File: src/logic/slf_pkg.sv
// ============================================================
// Shared constants and carriers for the supply and load fault logic.
package slf_pkg;

  // ============================================================
  // Sizes.
  localparam int NCH = 4;                  // Number of switched outputs.
  localparam int SYNC_W = 17;              // Width of the asynchronous input bundle.
  localparam int FLT_W = 5;                // Width of the fault and interrupt layout.

  // ============================================================
  // Register byte addresses on the Avalon-MM slave.
  localparam logic [7:0] ADDR_CTRL = 8'h00;      // Output command and disable bits.
  localparam logic [7:0] ADDR_FAULT = 8'h04;     // Fault flags, cleared by reading.
  localparam logic [7:0] ADDR_IRQ_STAT = 8'h08;  // Sticky event bits, write one to clear.
  localparam logic [7:0] ADDR_IRQ_MASK = 8'h0c;  // Interrupt enables, same layout.
  localparam logic [7:0] ADDR_STATE = 8'h10;     // Live output, pin and latch state.

  // ============================================================
  // Field positions.
  localparam int CTRL_CMD_LSB = 0;         // Four output command bits.
  localparam int CTRL_UVDIS_BIT = 4;       // Undervoltage protection disable.
  localparam int CTRL_OLDIS_BIT = 5;       // Open-load detection disable.
  localparam int FLT_UV_BIT = 0;           // Undervoltage flag or event.
  localparam int FLT_OL_LSB = 1;           // Four open-load flags or events.
  localparam int STATE_OUT_LSB = 0;        // Four output states.
  localparam int STATE_FS_BIT = 4;         // Fault status pin level.
  localparam int STATE_LATCH_LSB = 5;      // Four undervoltage latches.

  // ============================================================
  // Reset values.
  localparam logic [FLT_W-1:0] FLT_RST = 5'h00;     // No fault after reset.
  localparam logic [NCH-1:0] CH_RST = 4'h0;         // Channels off after reset.
  localparam logic [31:0] RDATA_RST = 32'h00000000; // Idle read data.

  // Control register contents.
  typedef struct packed {
    logic open_load_disable;               // Open-load detection disabled.
    logic undervolt_protect_disable;               // Undervoltage protection disabled.
    logic [NCH-1:0] cmd;        // Serial output command, one bit per channel.
  } slf_ctrl_t;

  localparam slf_ctrl_t CTRL_RST = '{open_load_disable: 1'b0, undervolt_protect_disable: 1'b0, cmd: 4'h0};

  // Comparator and pin inputs, all asynchronous to clk.
  typedef struct packed {
    logic logic_ok;             // Logic supply within nominal range.
    logic gnd_lost;             // Ground disconnect detected.
    logic below_2v5;            // Battery below 2.5 V.
    logic below_por;            // Battery below battery_por_threshold.
    logic below_uv;             // Battery below battery_uv_threshold.
    logic [NCH-1:0] gate_low;   // Gate drive low enough to turn the output off.
    logic [NCH-1:0] open_load;  // Open-load comparator per channel.
    logic [NCH-1:0] direct_in;  // Direct switch-on inputs.
  } slf_analog_t;

endpackage : slf_pkg

File: src/logic/slf_sync.sv
`timescale 1ns/10ps
// ============================================================
// Three-stage synchroniser with agreement filter.
module slf_sync
  import slf_pkg::*;
#(
  parameter int W = SYNC_W
)
(
  input wire logic clk,
  input wire logic rst_n,
  input wire logic [W-1:0] async_in,
  output logic [W-1:0] sync_out
);

  logic [W-1:0] s1_reg;    // First stage, read only by the second.
  logic [W-1:0] s2_reg;    // Second stage.
  logic [W-1:0] s3_reg;    // Third stage.
  logic [W-1:0] out_reg;   // Accepted value.
  logic [W-1:0] out_next;  // Next accepted value.

  // ============================================================
  // A bit only moves when stages two and three agree, so a single metastable sample never reaches the logic.
  always_comb
  begin
    for (int i = 0; i < W; i++)
    begin
      out_next[i] = (s2_reg[i] == s3_reg[i]) ? s3_reg[i] : out_reg[i];
    end
  end

  // Registers for the chain and the accepted value.
  always_ff @(posedge clk or negedge rst_n)
  begin
    if (!rst_n)
    begin
      s1_reg <= '0;
      s2_reg <= '0;
      s3_reg <= '0;
      out_reg <= '0;
    end
    else
    begin
      s1_reg <= async_in;
      s2_reg <= s1_reg;
      s3_reg <= s2_reg;
      out_reg <= out_next;
    end
  end

  assign sync_out = out_reg;

  // Output only follows a value both later stages have held.
  a_sync_agree: assert property (@(posedge clk) disable iff (!rst_n)
    (out_reg != $past(out_reg)) |-> (out_reg == $past(s3_reg)))
    else $error("sync output moved without agreement");

endmodule : slf_sync

File: src/logic/slf_open_load.sv
`timescale 1ns/10ps
// ============================================================
// One channel of open-load flag capture.
module slf_open_load
  import slf_pkg::*;
(
  input wire logic clk,
  input wire logic rst_n,
  input wire logic load_open,
  input wire logic gate_low,
  input wire logic output_on,
  input wire logic detect_disable,
  input wire logic read_clear,
  output logic fault_present,
  output logic open_load_flag
);

  logic flag_reg;   // Captured open-load flag.
  logic flag_next;  // Next flag value.
  logic cond;       // Open load seen on a switched-off channel.
  logic set;        // Capture request.

  // ============================================================
  // The flag is only judged with the channel off and its gate pulled down; a read clears it only while that open-load condition is absent.
  always_comb
  begin
    cond = load_open && !output_on && gate_low;
    set = cond && !detect_disable;
    flag_next = flag_reg;
    if (read_clear && !cond)
    begin
      flag_next = 1'b0;
    end
    if (set)
    begin
      flag_next = 1'b1; // Set wins over a clear in the same cycle.
    end
  end

  // Flag register.
  always_ff @(posedge clk or negedge rst_n)
  begin
    if (!rst_n)
    begin
      flag_reg <= 1'b0;
    end
    else
    begin
      flag_reg <= flag_next;
    end
  end

  assign fault_present = set;
  assign open_load_flag = flag_reg;

  a_ol_when_off: assert property (@(posedge clk) disable iff (!rst_n)
    $rose(flag_reg) |-> $past(!output_on && gate_low && !detect_disable))
    else $error("open-load flag rose while channel on or detection disabled");

  a_ol_read_clear: assert property (@(posedge clk) disable iff (!rst_n)
    (read_clear && !load_open) |=> !flag_reg)
    else $error("open-load flag not cleared by read");

endmodule : slf_open_load

File: src/logic/slf_fault_logic.sv
`timescale 1ns/10ps
// ============================================================
// Supply and load fault logic: undervoltage, open load, ground loss, register slave and interrupt.
module slf_fault_logic
  import slf_pkg::*;
(
  input wire logic clk,
  input wire logic rst_n,
  input wire slf_analog_t analog_in,
  input wire logic [7:0] avs_address,
  input wire logic avs_read,
  input wire logic avs_write,
  input wire logic [31:0] avs_writedata,
  output logic [31:0] avs_readdata,
  output logic avs_waitrequest,
  output logic [NCH-1:0] output_on,
  output logic fault_status_n,
  output logic daisy_enable,
  output logic irq
);

  // ============================================================
  // Declarations.
  logic [SYNC_W-1:0] sync_bits;          // Synchronised input bundle.
  slf_analog_t syn;                      // Same bundle, by field.
  slf_ctrl_t ctrl_reg;                   // Control register.
  slf_ctrl_t ctrl_next;
  logic uv_flag_reg;                     // undervolt_flag.
  logic uv_flag_next;
  logic uv_prev_reg;                     // Undervoltage level one cycle ago, for events.
  logic uv_prev_next;
  logic [NCH-1:0] latch_reg;             // Per-channel latched undervoltage.
  logic [NCH-1:0] latch_next;
  logic [NCH-1:0] cmd_prev_reg;          // Command one cycle ago, for switch-on edges.
  logic [NCH-1:0] cmd_prev_next;
  logic [NCH-1:0] out_reg;               // Output drive.
  logic [NCH-1:0] out_next;
  logic fs_n_reg;                        // fault_status_n pin.
  logic fs_n_next;
  logic daisy_reg;                       // Daisy chain enable.
  logic daisy_next;
  logic [FLT_W-1:0] irq_stat_reg;        // Sticky event bits.
  logic [FLT_W-1:0] irq_stat_next;
  logic [FLT_W-1:0] irq_mask_reg;        // Interrupt enables.
  logic [FLT_W-1:0] irq_mask_next;
  logic irq_reg;                         // Interrupt output.
  logic irq_next;
  logic wait_reg;                        // avs_waitrequest.
  logic wait_next;
  logic [31:0] rdata_reg;                // avs_readdata.
  logic [31:0] rdata_next;
  logic [NCH-1:0] cmd;                   // Combined serial and direct command.
  logic [NCH-1:0] cmd_rise;              // New switch-on command.
  logic [NCH-1:0] open_load_flag;        // Per-channel open-load flags.
  logic [NCH-1:0] ol_present;            // Live open-load report.
  logic [NCH-1:0] ol_clear;              // Read-clear per channel.
  logic uv_protect;                      // Undervoltage acting on outputs.
  logic uv_pin;                          // Undervoltage reported on the pin.
  logic accept;                          // Bus access completes this edge.
  logic fault_read;                      // Fault register read completes.
  logic [FLT_W-1:0] events;              // Event pulses for the interrupt status.

  // Decodes a byte address into the register read value.
  function automatic logic [31:0] read_mux(input logic [7:0] addr, input slf_ctrl_t c,
                                           input logic [FLT_W-1:0] flt, input logic [FLT_W-1:0] st,
                                           input logic [FLT_W-1:0] mk, input logic [NCH-1:0] o,
                                           input logic fs, input logic [NCH-1:0] lt);
    logic [31:0] v;
    v = 32'h00000000;
    case (addr)
      ADDR_CTRL: v[5:0] = c;
      ADDR_FAULT: v[FLT_W-1:0] = flt;
      ADDR_IRQ_STAT: v[FLT_W-1:0] = st;
      ADDR_IRQ_MASK: v[FLT_W-1:0] = mk;
      ADDR_STATE:
      begin
        v[STATE_OUT_LSB +: NCH] = o;
        v[STATE_FS_BIT] = fs;
        v[STATE_LATCH_LSB +: NCH] = lt;
      end
      default: v = 32'h00000000; // Unmapped addresses read as zero.
    endcase
    return v;
  endfunction : read_mux

  // ============================================================
  // Input synchronisation.
  slf_sync #(.W(SYNC_W)) u_sync (
    .clk(clk),
    .rst_n(rst_n),
    .async_in(analog_in),
    .sync_out(sync_bits)
  );

  assign syn = slf_analog_t'(sync_bits);

  // ============================================================
  // Open-load channels; the flag is only evaluated against the registered output state.
  genvar g;
  generate
    for (g = 0; g < NCH; g++)
    begin : g_ol
      slf_open_load u_ol (
        .clk(clk),
        .rst_n(rst_n),
        .load_open(syn.open_load[g]),
        .gate_low(syn.gate_low[g]),
        .output_on(out_reg[g]),
        .detect_disable(ctrl_reg.open_load_disable),
        .read_clear(ol_clear[g]),
        .fault_present(ol_present[g]),
        .open_load_flag(open_load_flag[g])
      );
    end
  endgenerate

  // ============================================================
  // Bus decode: one wait cycle, then the access completes at the edge where waitrequest is low.
  always_comb
  begin
    accept = (avs_read || avs_write) && !wait_reg;
    fault_read = accept && avs_read && (avs_address == ADDR_FAULT);
    // Only bits that were actually returned are cleared, so nothing set after the sample is lost.
    ol_clear = fault_read ? rdata_reg[FLT_OL_LSB +: NCH] : CH_RST;
    wait_next = !((avs_read || avs_write) && wait_reg);
    rdata_next = rdata_reg;
    if ((avs_read || avs_write) && wait_reg)
    begin
      rdata_next = read_mux(avs_address, ctrl_reg, {open_load_flag, uv_flag_reg}, irq_stat_reg,
                            irq_mask_reg, out_reg, fs_n_reg, latch_reg);
    end
    ctrl_next = ctrl_reg;
    irq_mask_next = irq_mask_reg;
    if (accept && avs_write && (avs_address == ADDR_CTRL))
    begin
      ctrl_next = slf_ctrl_t'(avs_writedata[5:0]);
    end
    if (accept && avs_write && (avs_address == ADDR_IRQ_MASK))
    begin
      irq_mask_next = avs_writedata[FLT_W-1:0];
    end
  end

  // ============================================================
  // Undervoltage, ground loss and output control.
  always_comb
  begin
    cmd = ctrl_reg.cmd | syn.direct_in;
    cmd_rise = cmd & ~cmd_prev_reg;
    cmd_prev_next = cmd;
    uv_protect = syn.below_uv && !ctrl_reg.undervolt_protect_disable;
    // Below the reset threshold the pin is released even though outputs stay off.
    uv_pin = uv_protect && !syn.below_por;
    uv_prev_next = syn.below_uv;
    // A new switch-on clears a latch; a latch sets only for channels commanded on.
    latch_next = latch_reg & ~cmd_rise;
    if (uv_protect)
    begin
      latch_next = latch_next | cmd;
    end
    for (int i = 0; i < NCH; i++)
    begin
      out_next[i] = cmd[i] && !uv_protect && !latch_next[i] && !syn.below_2v5 && !syn.gnd_lost;
    end
    fs_n_next = !(uv_pin || (|latch_reg) || (|ol_present));
    // The flag is set at every level below the threshold and only a read of a returned one clears it.
    uv_flag_next = uv_flag_reg;
    if (fault_read && rdata_reg[FLT_UV_BIT])
    begin
      uv_flag_next = 1'b0;
    end
    if (syn.below_uv)
    begin
      uv_flag_next = 1'b1;
    end
    daisy_next = syn.logic_ok;
  end

  // ============================================================
  // Interrupt status, write one to clear; a new event beats the clear.
  always_comb
  begin
    events = {ol_present & ~open_load_flag, syn.below_uv && !uv_prev_reg};
    irq_stat_next = irq_stat_reg;
    if (accept && avs_write && (avs_address == ADDR_IRQ_STAT))
    begin
      irq_stat_next = irq_stat_reg & ~avs_writedata[FLT_W-1:0];
    end
    irq_stat_next = irq_stat_next | events;
    irq_next = |(irq_stat_reg & irq_mask_reg);
  end

  // ============================================================
  // State registers; only rst_n resets them, a low battery never does.
  always_ff @(posedge clk or negedge rst_n)
  begin
    if (!rst_n)
    begin
      ctrl_reg <= CTRL_RST;
      uv_flag_reg <= 1'b0;
      uv_prev_reg <= 1'b0;
      latch_reg <= CH_RST;
      cmd_prev_reg <= CH_RST;
      out_reg <= CH_RST;
      fs_n_reg <= 1'b1;
      daisy_reg <= 1'b0;
      irq_stat_reg <= FLT_RST;
      irq_mask_reg <= FLT_RST;
      irq_reg <= 1'b0;
      wait_reg <= 1'b1;
      rdata_reg <= RDATA_RST;
    end
    else
    begin
      ctrl_reg <= ctrl_next;
      uv_flag_reg <= uv_flag_next;
      uv_prev_reg <= uv_prev_next;
      latch_reg <= latch_next;
      cmd_prev_reg <= cmd_prev_next;
      out_reg <= out_next;
      fs_n_reg <= fs_n_next;
      daisy_reg <= daisy_next;
      irq_stat_reg <= irq_stat_next;
      irq_mask_reg <= irq_mask_next;
      irq_reg <= irq_next;
      wait_reg <= wait_next;
      rdata_reg <= rdata_next;
    end
  end

  assign avs_readdata = rdata_reg;
  assign avs_waitrequest = wait_reg;
  assign output_on = out_reg;
  assign fault_status_n = fs_n_reg;
  assign daisy_enable = daisy_reg;
  assign irq = irq_reg;

  // ============================================================
  // Checks.
  a_uv_output_off: assert property (@(posedge clk) disable iff (!rst_n)
    uv_protect |=> (out_reg == CH_RST))
    else $error("output on during undervoltage");

  a_uv_pin_low: assert property (@(posedge clk) disable iff (!rst_n)
    uv_pin |=> !fs_n_reg)
    else $error("fault pin high during undervoltage");

  // Below the reset threshold nothing but a latch or an open load may hold the pin low.
  a_por_pin_free: assert property (@(posedge clk) disable iff (!rst_n)
    (syn.below_por && (latch_reg == CH_RST) && (ol_present == CH_RST)) |=> fs_n_reg)
    else $error("fault pin held low below the reset threshold");

  a_uv_flag_hold: assert property (@(posedge clk) disable iff (!rst_n)
    (uv_flag_reg && !fault_read) |=> uv_flag_reg)
    else $error("undervolt flag dropped without a read");

  a_uv_flag_set: assert property (@(posedge clk) disable iff (!rst_n)
    syn.below_uv |=> uv_flag_reg)
    else $error("undervolt flag not set");

  a_uv_disable_keep: assert property (@(posedge clk) disable iff (!rst_n)
    (ctrl_reg.undervolt_protect_disable && !syn.below_2v5 && !syn.gnd_lost && (latch_reg == CH_RST)) |=> (out_reg == $past(cmd)))
    else $error("output changed with protection disabled");

  a_latch_on_only: assert property (@(posedge clk) disable iff (!rst_n)
    (uv_protect && (cmd == CH_RST) && (latch_reg == CH_RST)) |=> (latch_reg == CH_RST))
    else $error("undervoltage latched with all outputs off");

  a_latch_pin_low: assert property (@(posedge clk) disable iff (!rst_n)
    (latch_reg != CH_RST) |=> !fs_n_reg)
    else $error("fault pin released while latched");

  a_gnd_off: assert property (@(posedge clk) disable iff (!rst_n)
    syn.gnd_lost |=> (out_reg == CH_RST))
    else $error("output on after ground loss");

  a_daisy_follow: assert property (@(posedge clk) disable iff (!rst_n)
    ##1 (daisy_reg == $past(syn.logic_ok)))
    else $error("daisy enable not following logic supply");

  a_bus_one_wait: assert property (@(posedge clk) disable iff (!rst_n)
    ((avs_read || avs_write) && wait_reg) |=> !wait_reg)
    else $error("bus access not answered after one wait cycle");

endmodule : slf_fault_logic

File: config.mk
export PLATFORM = sky130hd
export DESIGN_NAME = slf_fault_logic
export DESIGN_NICKNAME = d
export VERILOG_FILES = /design/src/logic/slf_pkg.sv /design/src/logic/slf_sync.sv /design/src/logic/slf_open_load.sv /design/src/logic/slf_fault_logic.sv
export SDC_FILE = /design/constraint.sdc
export NUM_CORES = 1
export LEC_CHECK = 0
export ABC_CLOCK_PERIOD_IN_PS = 1200
export BUFFER_PORTS_ARGS = -buffer_cell sky130_fd_sc_hd__buf_2
export CAP_MARGIN = 15
export CORE_ASPECT_RATIO = 1.2
export CORE_UTILIZATION = 40
export DETAILED_ROUTE_END_ITERATION = 12
export GPL_ROUTABILITY_DRIVEN = 0
export SKIP_LAST_GASP = 1
export SLEW_MARGIN = 20
export SYNTH_ARGS = -nofsm -noshare
export SYNTH_HDL_FRONTEND = slang
export SYNTH_SLANG_ARGS = --single-unit
File: constraint.sdc
create_clock -name clk -period 1.2 [get_ports clk]
set_input_delay 0.12 -clock clk [delete_from_list [all_inputs] [get_ports clk]]
set_output_delay 0.12 -clock clk [all_outputs]
set_load 0.02 [all_outputs]
## Word level (Yosys, flattened, before mapping)

Index checks and enable logic that the tools add are counted.

- Output and inout port bits: 40
- Register bits: 115
- Bits in read-only memories: 0
- Memories: 0
- Input bits: 61
- Bits in latches: 0
- RAM bits: 0
- Word-level logic and storage cells: 166

- Multipliers: 0
- Order comparisons: 0
- Add/sub/neg operators: 0
- Bitwise gates (word level): 12
- Div/mod/pow operators: 0
- Reduce and logical (&&, ||, !) cells: 78
- Multiplexer cells: 16
- Eq/ne operators: 21
- Shift-type cells: 0

Operators with widths:

| cell | number |
|---|---|
| $logic_and A1 B1 Y1 | 44 |
| $pmux W5 S5 | 1 |
| $logic_not A1 Y1 | 22 |
| $eq A1 B1 Y1 | 17 |
| $eq A8 B4 Y1 const B | 2 |
| $and A4 B4 Y4 | 3 |
| $not A4 Y4 | 3 |
| $and A5 B5 Y5 | 2 |
| $mux W1 | 10 |
| $reduce_bool A2 Y1 | 5 |
| $eq A8 B3 Y1 const B | 1 |
| $eq A8 B5 Y1 const B | 1 |
| $logic_not A8 Y1 | 1 |
| $mux W4 | 2 |
| $or A4 B4 Y4 | 2 |
| $reduce_or A4 Y1 | 2 |
| $mux W5 | 1 |
| $not A5 Y5 | 1 |
| $or A5 B5 Y5 | 1 |
| $reduce_or A5 Y1 | 1 |
| $logic_or A1 B1 Y1 | 3 |
| $mux W3 | 1 |
| $pmux W1 S2 | 1 |

## Depth between registers and ports, before layout

Gate-level depths: netlist (run 1).

- Word-level depth: 10
- Depth in mapped cells: 5

## Cells and area by module

Synthesis (run 1) repeated with hierarchy kept, for this count alone.

- Cells, all modules: 297
- Area, all modules: 4354.2 µm²

Modules (own cells, without submodules):

| module | instances | cells each | area each (µm²) |
|---|---|---|---|
| slf_fault_logic | 1 | 188 | 2165.8 |
| slf_sync | 1 | 85 | 1893.1 |
| slf_open_load | 4 | 6 | 73.8 |

## Worst setup path before layout (run 1)

OpenSTA, ideal clock, no wires.

- Path kind: register to register
- Start: register wait_reg (netlist: avs_waitrequest)
- End: register rdata_reg[6] (netlist: avs_readdata[6])
- Cell stages (with the launch flop): 5
- Slack: -0.220 ns
- Buffers on the path: 1
- Library setup time: 0.067 ns
- Arrival time: 1.353 ns
- Clock period less this slack: 1.420 ns
- Path through: dfstp_2 -> o21a_1 -> clkbuf_1 -> and3_1 -> a32o_1

- Cells in the longest elaborated chain, start to end: 1

Ends and longest elaborated chain:

| element | RTL line | text |
|---|---|---|
| from (decl) | slf_fault_logic.sv:48 | `logic wait_reg;` |
| from (signal assigned) | slf_fault_logic.sv:226 | `wait_reg <= wait_next;` |
| $logic_and A1 B1 Y1 | slf_fault_logic.sv:127 | `if ((avs_read \|\| avs_write) && wait_reg)` |
| to (signal assigned) | slf_fault_logic.sv:227 | `rdata_reg <= rdata_next;` |
| to (decl) | slf_fault_logic.sv:50 | `logic [31:0] rdata_reg;` |

Every way passes these cells.
A chain may end at the register's enable or synchronous reset.

## Final worst setup path (run 1)

- Start: register wait_reg (netlist: avs_waitrequest)
- End: register rdata_reg[5] (netlist: avs_readdata[5])

The elaborated chain is that of the path after synthesis.

==> results of run 1 <==
## how the worst max path moves through the flow
stage,start,cells after the start,to,slack [ns]
after floorplan,avs_waitrequest,4,irq_mask_reg[0],-0.15
after global placement,avs_address[5],4,irq_mask_reg[0],-0.19
after detailed placement,avs_address[5],4,irq_mask_reg[3],-0.23
after CTS,avs_waitrequest,2,avs_waitrequest,-0.12
after global routing,avs_waitrequest,2,avs_waitrequest,-0.15
final,avs_waitrequest,4,avs_readdata[5],-0.12
## stage by stage
step / util, % / total power (µW) / instances / setup TNS, ns / setup WS (ns)
2_1_floorplan: - / 4680 / 311 / -1.69 / -0.147
3_3_place_gp: 47.0 / 4960 / 481 / -3.47 / -0.185
3_5_place_dp: 47.0 / 4980 / 481 / -3.80 / -0.232
4_1_cts: 55.0 / 9710 / 534 / -2.16 / -0.125
5_1_grt: 55.5 / 10000 / 534 / -3.05 / -0.150
6_report: 55.5 / 9610 / 534 / -1.95 / -0.118
## layout make-up
type                    count  area (µm²)
clock buffers              17         425
clock inverters            15         139
fillers                   859        4500
inverters                   8        35.0
multi-input cells         154        1220
flip-flops and latches    115        2880
well taps                 126         158
repair buffers             99         754
## power groups by stage
stage	logic, µW	clock network (µW)	registers (µW)
3_5_place_dp	671	0	4310
5_1_grt	818	4920	4280
6_report	742	4620	4250
4_1_cts	737	4730	4250
2_1_floorplan	392	0	4280
3_3_place_gp	661	0	4300
## cell families (layout without fill, tap and decap cells)
group	Yosys count	after routing	synth area share [%]
buffers and inverters	42	139	6.48
DFF	115	115	68.4
adders and majority gates	17	17	4.04
other	1	23	0.0891
and+or+nand+nor	46	46	7.07
muxes	22	22	5.88
AOI/OAI and AO/OA	46	46	8.02
## metal layers
metal	vias up	share of wire, %	global-route usage (%)
li1	1206	-	-
met1	1271	41	20.0
met2	81	52	27.0
met3	16	4.6	5.11
met4	0	2.3	9.15
met5	-	0	0
## synthesized netlist by cell type, drive strengths merged, types with 2 or more instances
cell	number
nor4	2
a211oi	4
nand3	2
nand3b	4
a32o	3
nand4	8
clkbuf	2
a22oi	6
o21ai	9
inv	8
dfrtp	113
nor2	8
and4	2
buf	32
a31oi	6
nor2b	3
nand2	7
nor3	4
dfstp	2
o21ba	3
o32ai	2
mux2	22
maj3	17
a21o	4
o211ai	5
## timing repair
| item | in CTS | in global routing |
|---|---|---|
| resized for setup | 9 | 9 |
| hold endpoints to repair | 135 | 0 |
| endpoints found under the setup margin | 32 | 34 |
| pin swaps | 7 | 6 |
| hold buffers | 22 | 0 |
==> key figures, run 1 <==
Logic synthesis
  • EDFF count, synth: 0
  • Share of the synthesized area in the top cell type: 67.2%
  • Post-synth top flop: dfrtp_1
  • Synthesized flop and latch total: 115
  • Share of the yosys chip area belonging to registers: between 60 and 70%
  • Unique masters post-synth: 40
  • Mapped Area: 0.00421 mm²
  • Synth area leaders: dfrtp_1 67%, mux2_2 5.9%, buf_4 5.3%
  • Synthesized instance count: approximately 290
  • Yosys warns: 0
  • Syn Area/Cell: 14.6 µm²
  • Yosys top cell by area: dfrtp_1
  • Async SR Flop Fraction: 100%

Power
  • Switching power: approximately 2300 µW
  • Cell Int Power: 7290 µW
  • Pwr Density: 1710 mW/mm²
  • Worst IR Drop VDD: ~0.89 mV
  • Sequential power share: 44.2%
  • Clock Power Share: 48.0%
  • Leak: 0.00257 µW
  • Switching Fraction: roughly a quarter
  • Logic gate share of total power: just under 8%

Floorplanning
  • Number of I/O pins: 101
  • Row count: 40
  • Die Area: 0.0109 mm²
  • Die Y: 114 µm
  • Core Footprint: between 0.01 and 0.015 mm²
  • Initial Util: 41.6%
  • Die X: 95.7 µm

Critical path
  • CP Capture Type: flop
  • Max FO, Critical Path: 10
  • Worst setup SP type: flop
  • R2r setup slk: -0.12 ns
  • Worst path slowest cell: dfstp_2
  • RR Startpoint: avs_waitrequest
  • Worst path max stage delay: 0.55 ns
  • CP top delay family: flip-flops
  • Reg2Reg Depth: 4
  • Critical path cell sequence: o21a_1 > buf_4 > inv_6 > a22o_1
  • Critical path class: flop to flop
  • Data required, critical path: roughly 1.5 ns
  • Worst r2r dst: avs_readdata[5]
  • WP data arrival: approximately 1.6 ns
  • Buf+Inv Stages, Crit Path: 2

Clocking
  • Bufs on Longest Clock Path: 2
  • CTS buffer count: 17
  • CTS tree: built
  • Postcts setup bufs: 0
  • Worst-skew pair later-pin latency: 0.40 ns
  • Clock transition at the registers of the reported paths: 0.06 ns
  • H-tree lvl count: 4
  • Clk sink count: 115
  • Root Buffer: clkbuf_16

STA
  • Final Slew Violations: 0
  • Setup ws final: -0.118 ns
  • RSZ-0062 raised after global routing: yes
  • Period minus WS final: 1.32 ns
  • Fin. Hold Viols: 0
  • Hold Slack: 0.0169 ns
  • Setup violations, final: 31
  • F_max: 759 MHz
  • Final Cycle Share: 110%
  • Clock Skew: approximately 0.007 ns

Min path
  • Hold worst-path end: irq_mask_reg[4]
  • Hold depth: 2
  • HP Class: primary input to flop
  • Hold_sp: avs_writedata[4]

Global routing
  • Vias in the first global route: 2,667
  • Largest net degree at the start of global routing: 36
  • Initial antenna violation count: 0
  • Grt total ovfl: 0
  • Global-route wire length before repair: 13,200 µm
  • GR Util All Layers: between 15 and 20%

Place
  • Dpl hpwl: around 5700 µm
  • Placed cell area: 0.00476 mm²
  • IO Port Bufs: around 50

Final layout
  • Area grow syn2layout: 33.2%
  • Most frequent cells in the layout: 113 x dfrtp_1, 47 x buf_2, 23 x conb_1
  • Finished Cell Area: 0.00561 mm²
  • Most common cell after layout, fill and taps aside: dfrtp_1
  • Layout Nets: 456
  • ANT cells: 0
  • Layout cells sized above 1: 37.0%

Run
  • Max-cap viol count: 0

Route
  • DR iter-0 viols: just under 100
  • # DRC: 0
  • First-pass DRT Iterations: 4
  • Post-Route WL: around 8000 µm
  • Wire per inst: 15.4 µm
  • Vias per cell: 4.82
  • Final antenna-violating net count: 0
  • Via count: 2,574

Outcome
  • Status: finished, violations left
  • Failing checks: negative setup slack
No activity file was read; power rests on OpenSTA's default activity.
==> run 2: changes to the inputs <==
--- a/config.mk
+++ b/config.mk
@@ -16,4 +16,6 @@
 export SLEW_MARGIN = 20
 export SYNTH_ARGS = -nofsm -noshare
 export SYNTH_HDL_FRONTEND = slang
+export SYNTH_HIERARCHICAL = 1
 export SYNTH_SLANG_ARGS = --single-unit
+export TNS_END_PERCENT = 100
==> run 2 against run 1 <==
Against the previous run:
- design area increased by 6.2%
- combinational power grew 12%
- critical path depth down 1
- the run still ends with negative setup slack left
- routed wire length increased by 2.2%
- clock power grew 12%
==> key figures, run 2 <==
STA
  • Hold Slack: about 0.12 ns
  • Final Slew Violations: 0
  • Final Cycle Share: 112%
  • Setup TNS: -2.33 ns
  • Clock Skew: 0.00570 ns
  • Period minus WS final: approximately 1.3 ns
  • F_max: 743 MHz
  • Setup ws final: -0.147 ns
  • RSZ-0062 raised after global routing: yes
  • Fin. Hold Viols: 0
  • Setup violations, final: 28

Floorplanning
  • Die X: 97.2 µm
  • Row count: 41
  • Number of I/O pins: 101
  • Core Footprint: approximately 0.011 mm²
  • Initial Util: roughly two fifths
  • Die Y: 116 µm
  • Die Area: 0.0113 mm²

Run
  • Max-cap viol count: 0

Final layout
  • Most frequent cells in the layout: 112 x dfrtp_1, 45 x buf_2, 31 x buf_4
  • Area grow syn2layout: 36.8%
  • Layout Nets: 481
  • # fillers: 841
  • Finished Core Util: 56.3%
  • Finished Cell Area: 0.00595 mm²
  • ANT cells: 0
  • Most common cell after layout, fill and taps aside: dfrtp_1
  • Layout cells sized above 1: 44.3%

Power
  • Leak: 0.00288 µW
  • Worst IR Drop VDD: 0.962 mV
  • Pwr Density: 1730 mW/mm²

Clocking
  • Root Buffer: clkbuf_16
  • Bufs on Longest Clock Path: 2
  • Worst-skew pair later-pin latency: 0.40 ns
  • CTS buffer count: 17
  • CTS tree: built
  • Clk sink count: approximately 120
  • Clock transition at the registers of the reported paths: 0.06 ns
  • H-tree lvl count: 4

Logic synthesis
  • Synthesized instance count: 297
  • Share of the yosys chip area belonging to registers: between 60% and 70%
  • EDFF count, synth: 0
  • Top-count cell post-synth: dfrtp_1
  • Yosys warns: 6
  • Unique masters post-synth: 44
  • Yosys top cell by area: dfrtp_1
  • Syn Area/Cell: 14.7 µm²
  • Async SR Flop Fraction: 100%
  • Synth area leaders: dfrtp_1 65%, mux2_2 5.7%, maj3_2 4.4%
  • Share of the synthesized area in the top cell type: 64.9%
  • Mapped Area: 0.00435 mm²
  • Post-synth top flop: dfrtp_1
  • Synthesized flop and latch total: roughly 120
  • Synth cell count leaders: 113 x dfrtp_1, 24 x buf_4, 22 x mux2_2

Critical path
  • CP Capture Type: flop
  • Data required, critical path: 1.49 ns
  • Worst setup SP type: flop
  • Critical path class: flop to flop
  • WP data arrival: 1.63 ns
  • Max FO, Critical Path: 5

Global routing
  • Vias in the first global route: about 2,700
  • Grt total ovfl: 0
  • GR Util All Layers: between 15 and 20%
  • Initial antenna violation count: 0
  • Largest net degree at the start of global routing: 37
  • Global-route wire length before repair: 13,800 µm

Route
  • Final antenna-violating net count: 0
  • Vias per cell: 4.81
  • Post-Route WL: 8420 µm
  • Wire per inst: 15.0 µm
  • # DRC: 0
  • First-pass DRT Iterations: 4
  • Via count: 2,701
  • DR iter-0 viols: roughly 110

Outcome
  • Status: finished, violations left
  • Failing checks: negative setup slack

Place
  • Pre-CTS WS: -0.245 ns
  • Dpl hpwl: 5910 µm
  • Placed cell area: between 0.004 and 0.005 mm²
  • IO Port Bufs: 51

Min path
  • HP Class: primary input to asynchronous set/reset pin
==> run 2: cell count changes in the layout (fill, tap and decap cells not counted), sizes merged, moves of 3 or more <==
cell | previous run | this run
o21ba | 3 | 0
clkinv | 6 | 3
a31oi | 6 | 1
nand4 | 8 | 11
o22ai | 0 | 4
clkinvlp | 8 | 2
and2 | 1 | 4
a22o | 1 | 5
buf | 77 | 87
nor2b | 3 | 9
a21o | 4 | 0
inv | 8 | 21
==> run 2: metrics by stage <==
stage               total power (µW)  cells
global route                   10700    562
floorplan                       4720    319
finish                         10300    562
detailed placement              5050    503
global placement                5040    503
CTS                            10400    559
==> run 2: cells by family after synthesis <==
logic type,Yosys count,share of synthesized area (%)
adder cells (fa/ha/maj),17,4.40
other,1,0.0861
AND/OR/NAND/NOR,59,10.3
AO/OA/AOI/OAI,40,7.33
buffers and inverters,43,6.03
multiplexers,22,5.69
flip-flops,115,66.1
==> run 2: final timing paths <==
check | startpoint | to | slack, ns | depth (start not counted)
worst max-delay path | avs_waitrequest | irq_mask_reg[4] | -0.15 | 3
worst min-delay path | rst_n | u_sync/sync_out[9] | 0.12 | 2
worst max register to register | avs_waitrequest | irq_mask_reg[4] | -0.15 | 3
worst min register to register | u_sync/s1_reg[1] | u_sync/s2_reg[1] | 0.35 | 0
max in group asynchronous | rst_n | avs_waitrequest | 0.54 | 3
min in group clk | avs_read | avs_waitrequest | 0.16 | 4
==> run 2: what timing repair did <==
| item | in CTS | in global routing |
|---|---|---|
| endpoints found under the setup margin | 36 | 35 |
| setup buffers | 1 | 3 |
| resized for setup | 21 | 7 |
| pin swaps | 5 | 3 |
| hold buffers | 24 | 0 |
| hold endpoints to repair | 136 | 0 |
==> run 2: worst max-delay path, stage by stage (launching register included) <==
cell,delay (ns)
dfstp_2,0.56
and3b_1,0.23
nand4_4,0.14
mux2_4,0.31
==> run 2: area by class of cell <==
type	instances	area [µm²]	area share, %
Clock inverter	15	193	3.24
Tap cell	129	161	2.71
Inverter	14	57.6	0.967
Timing Repair Buffer	111	857	14.4
Clock buffer	17	425	7.14
Sequential cell	115	2880	48.4
Multi-Input combinational cell	161	1380	23.2
==> run 2: where the power goes <==
group | internal (µW) | leakage (µW) | switching (µW) | total [µW]
clock | 3320 | 0.000296 | 1870 | 5190
combinational | 407 | 0.00120 | 422 | 829
sequential | 4110 | 0.00138 | 155 | 4260
total | 7830 | 0.00288 | 2450 | 10300
==> run 2: layer usage <==
metal | GRT usage (%) | part of all wire, % | up-vias | wire length (µm)
li1 | - | - | 1256 | -
met1 | 19.2 | 43 | 1346 | 3610
met2 | 28.0 | 52 | 92 | 4340
met3 | 5.86 | 4.6 | 7 | 385
met4 | 5.29 | 0.96 | 0 | 81
met5 | 0 | 0 | - | 0
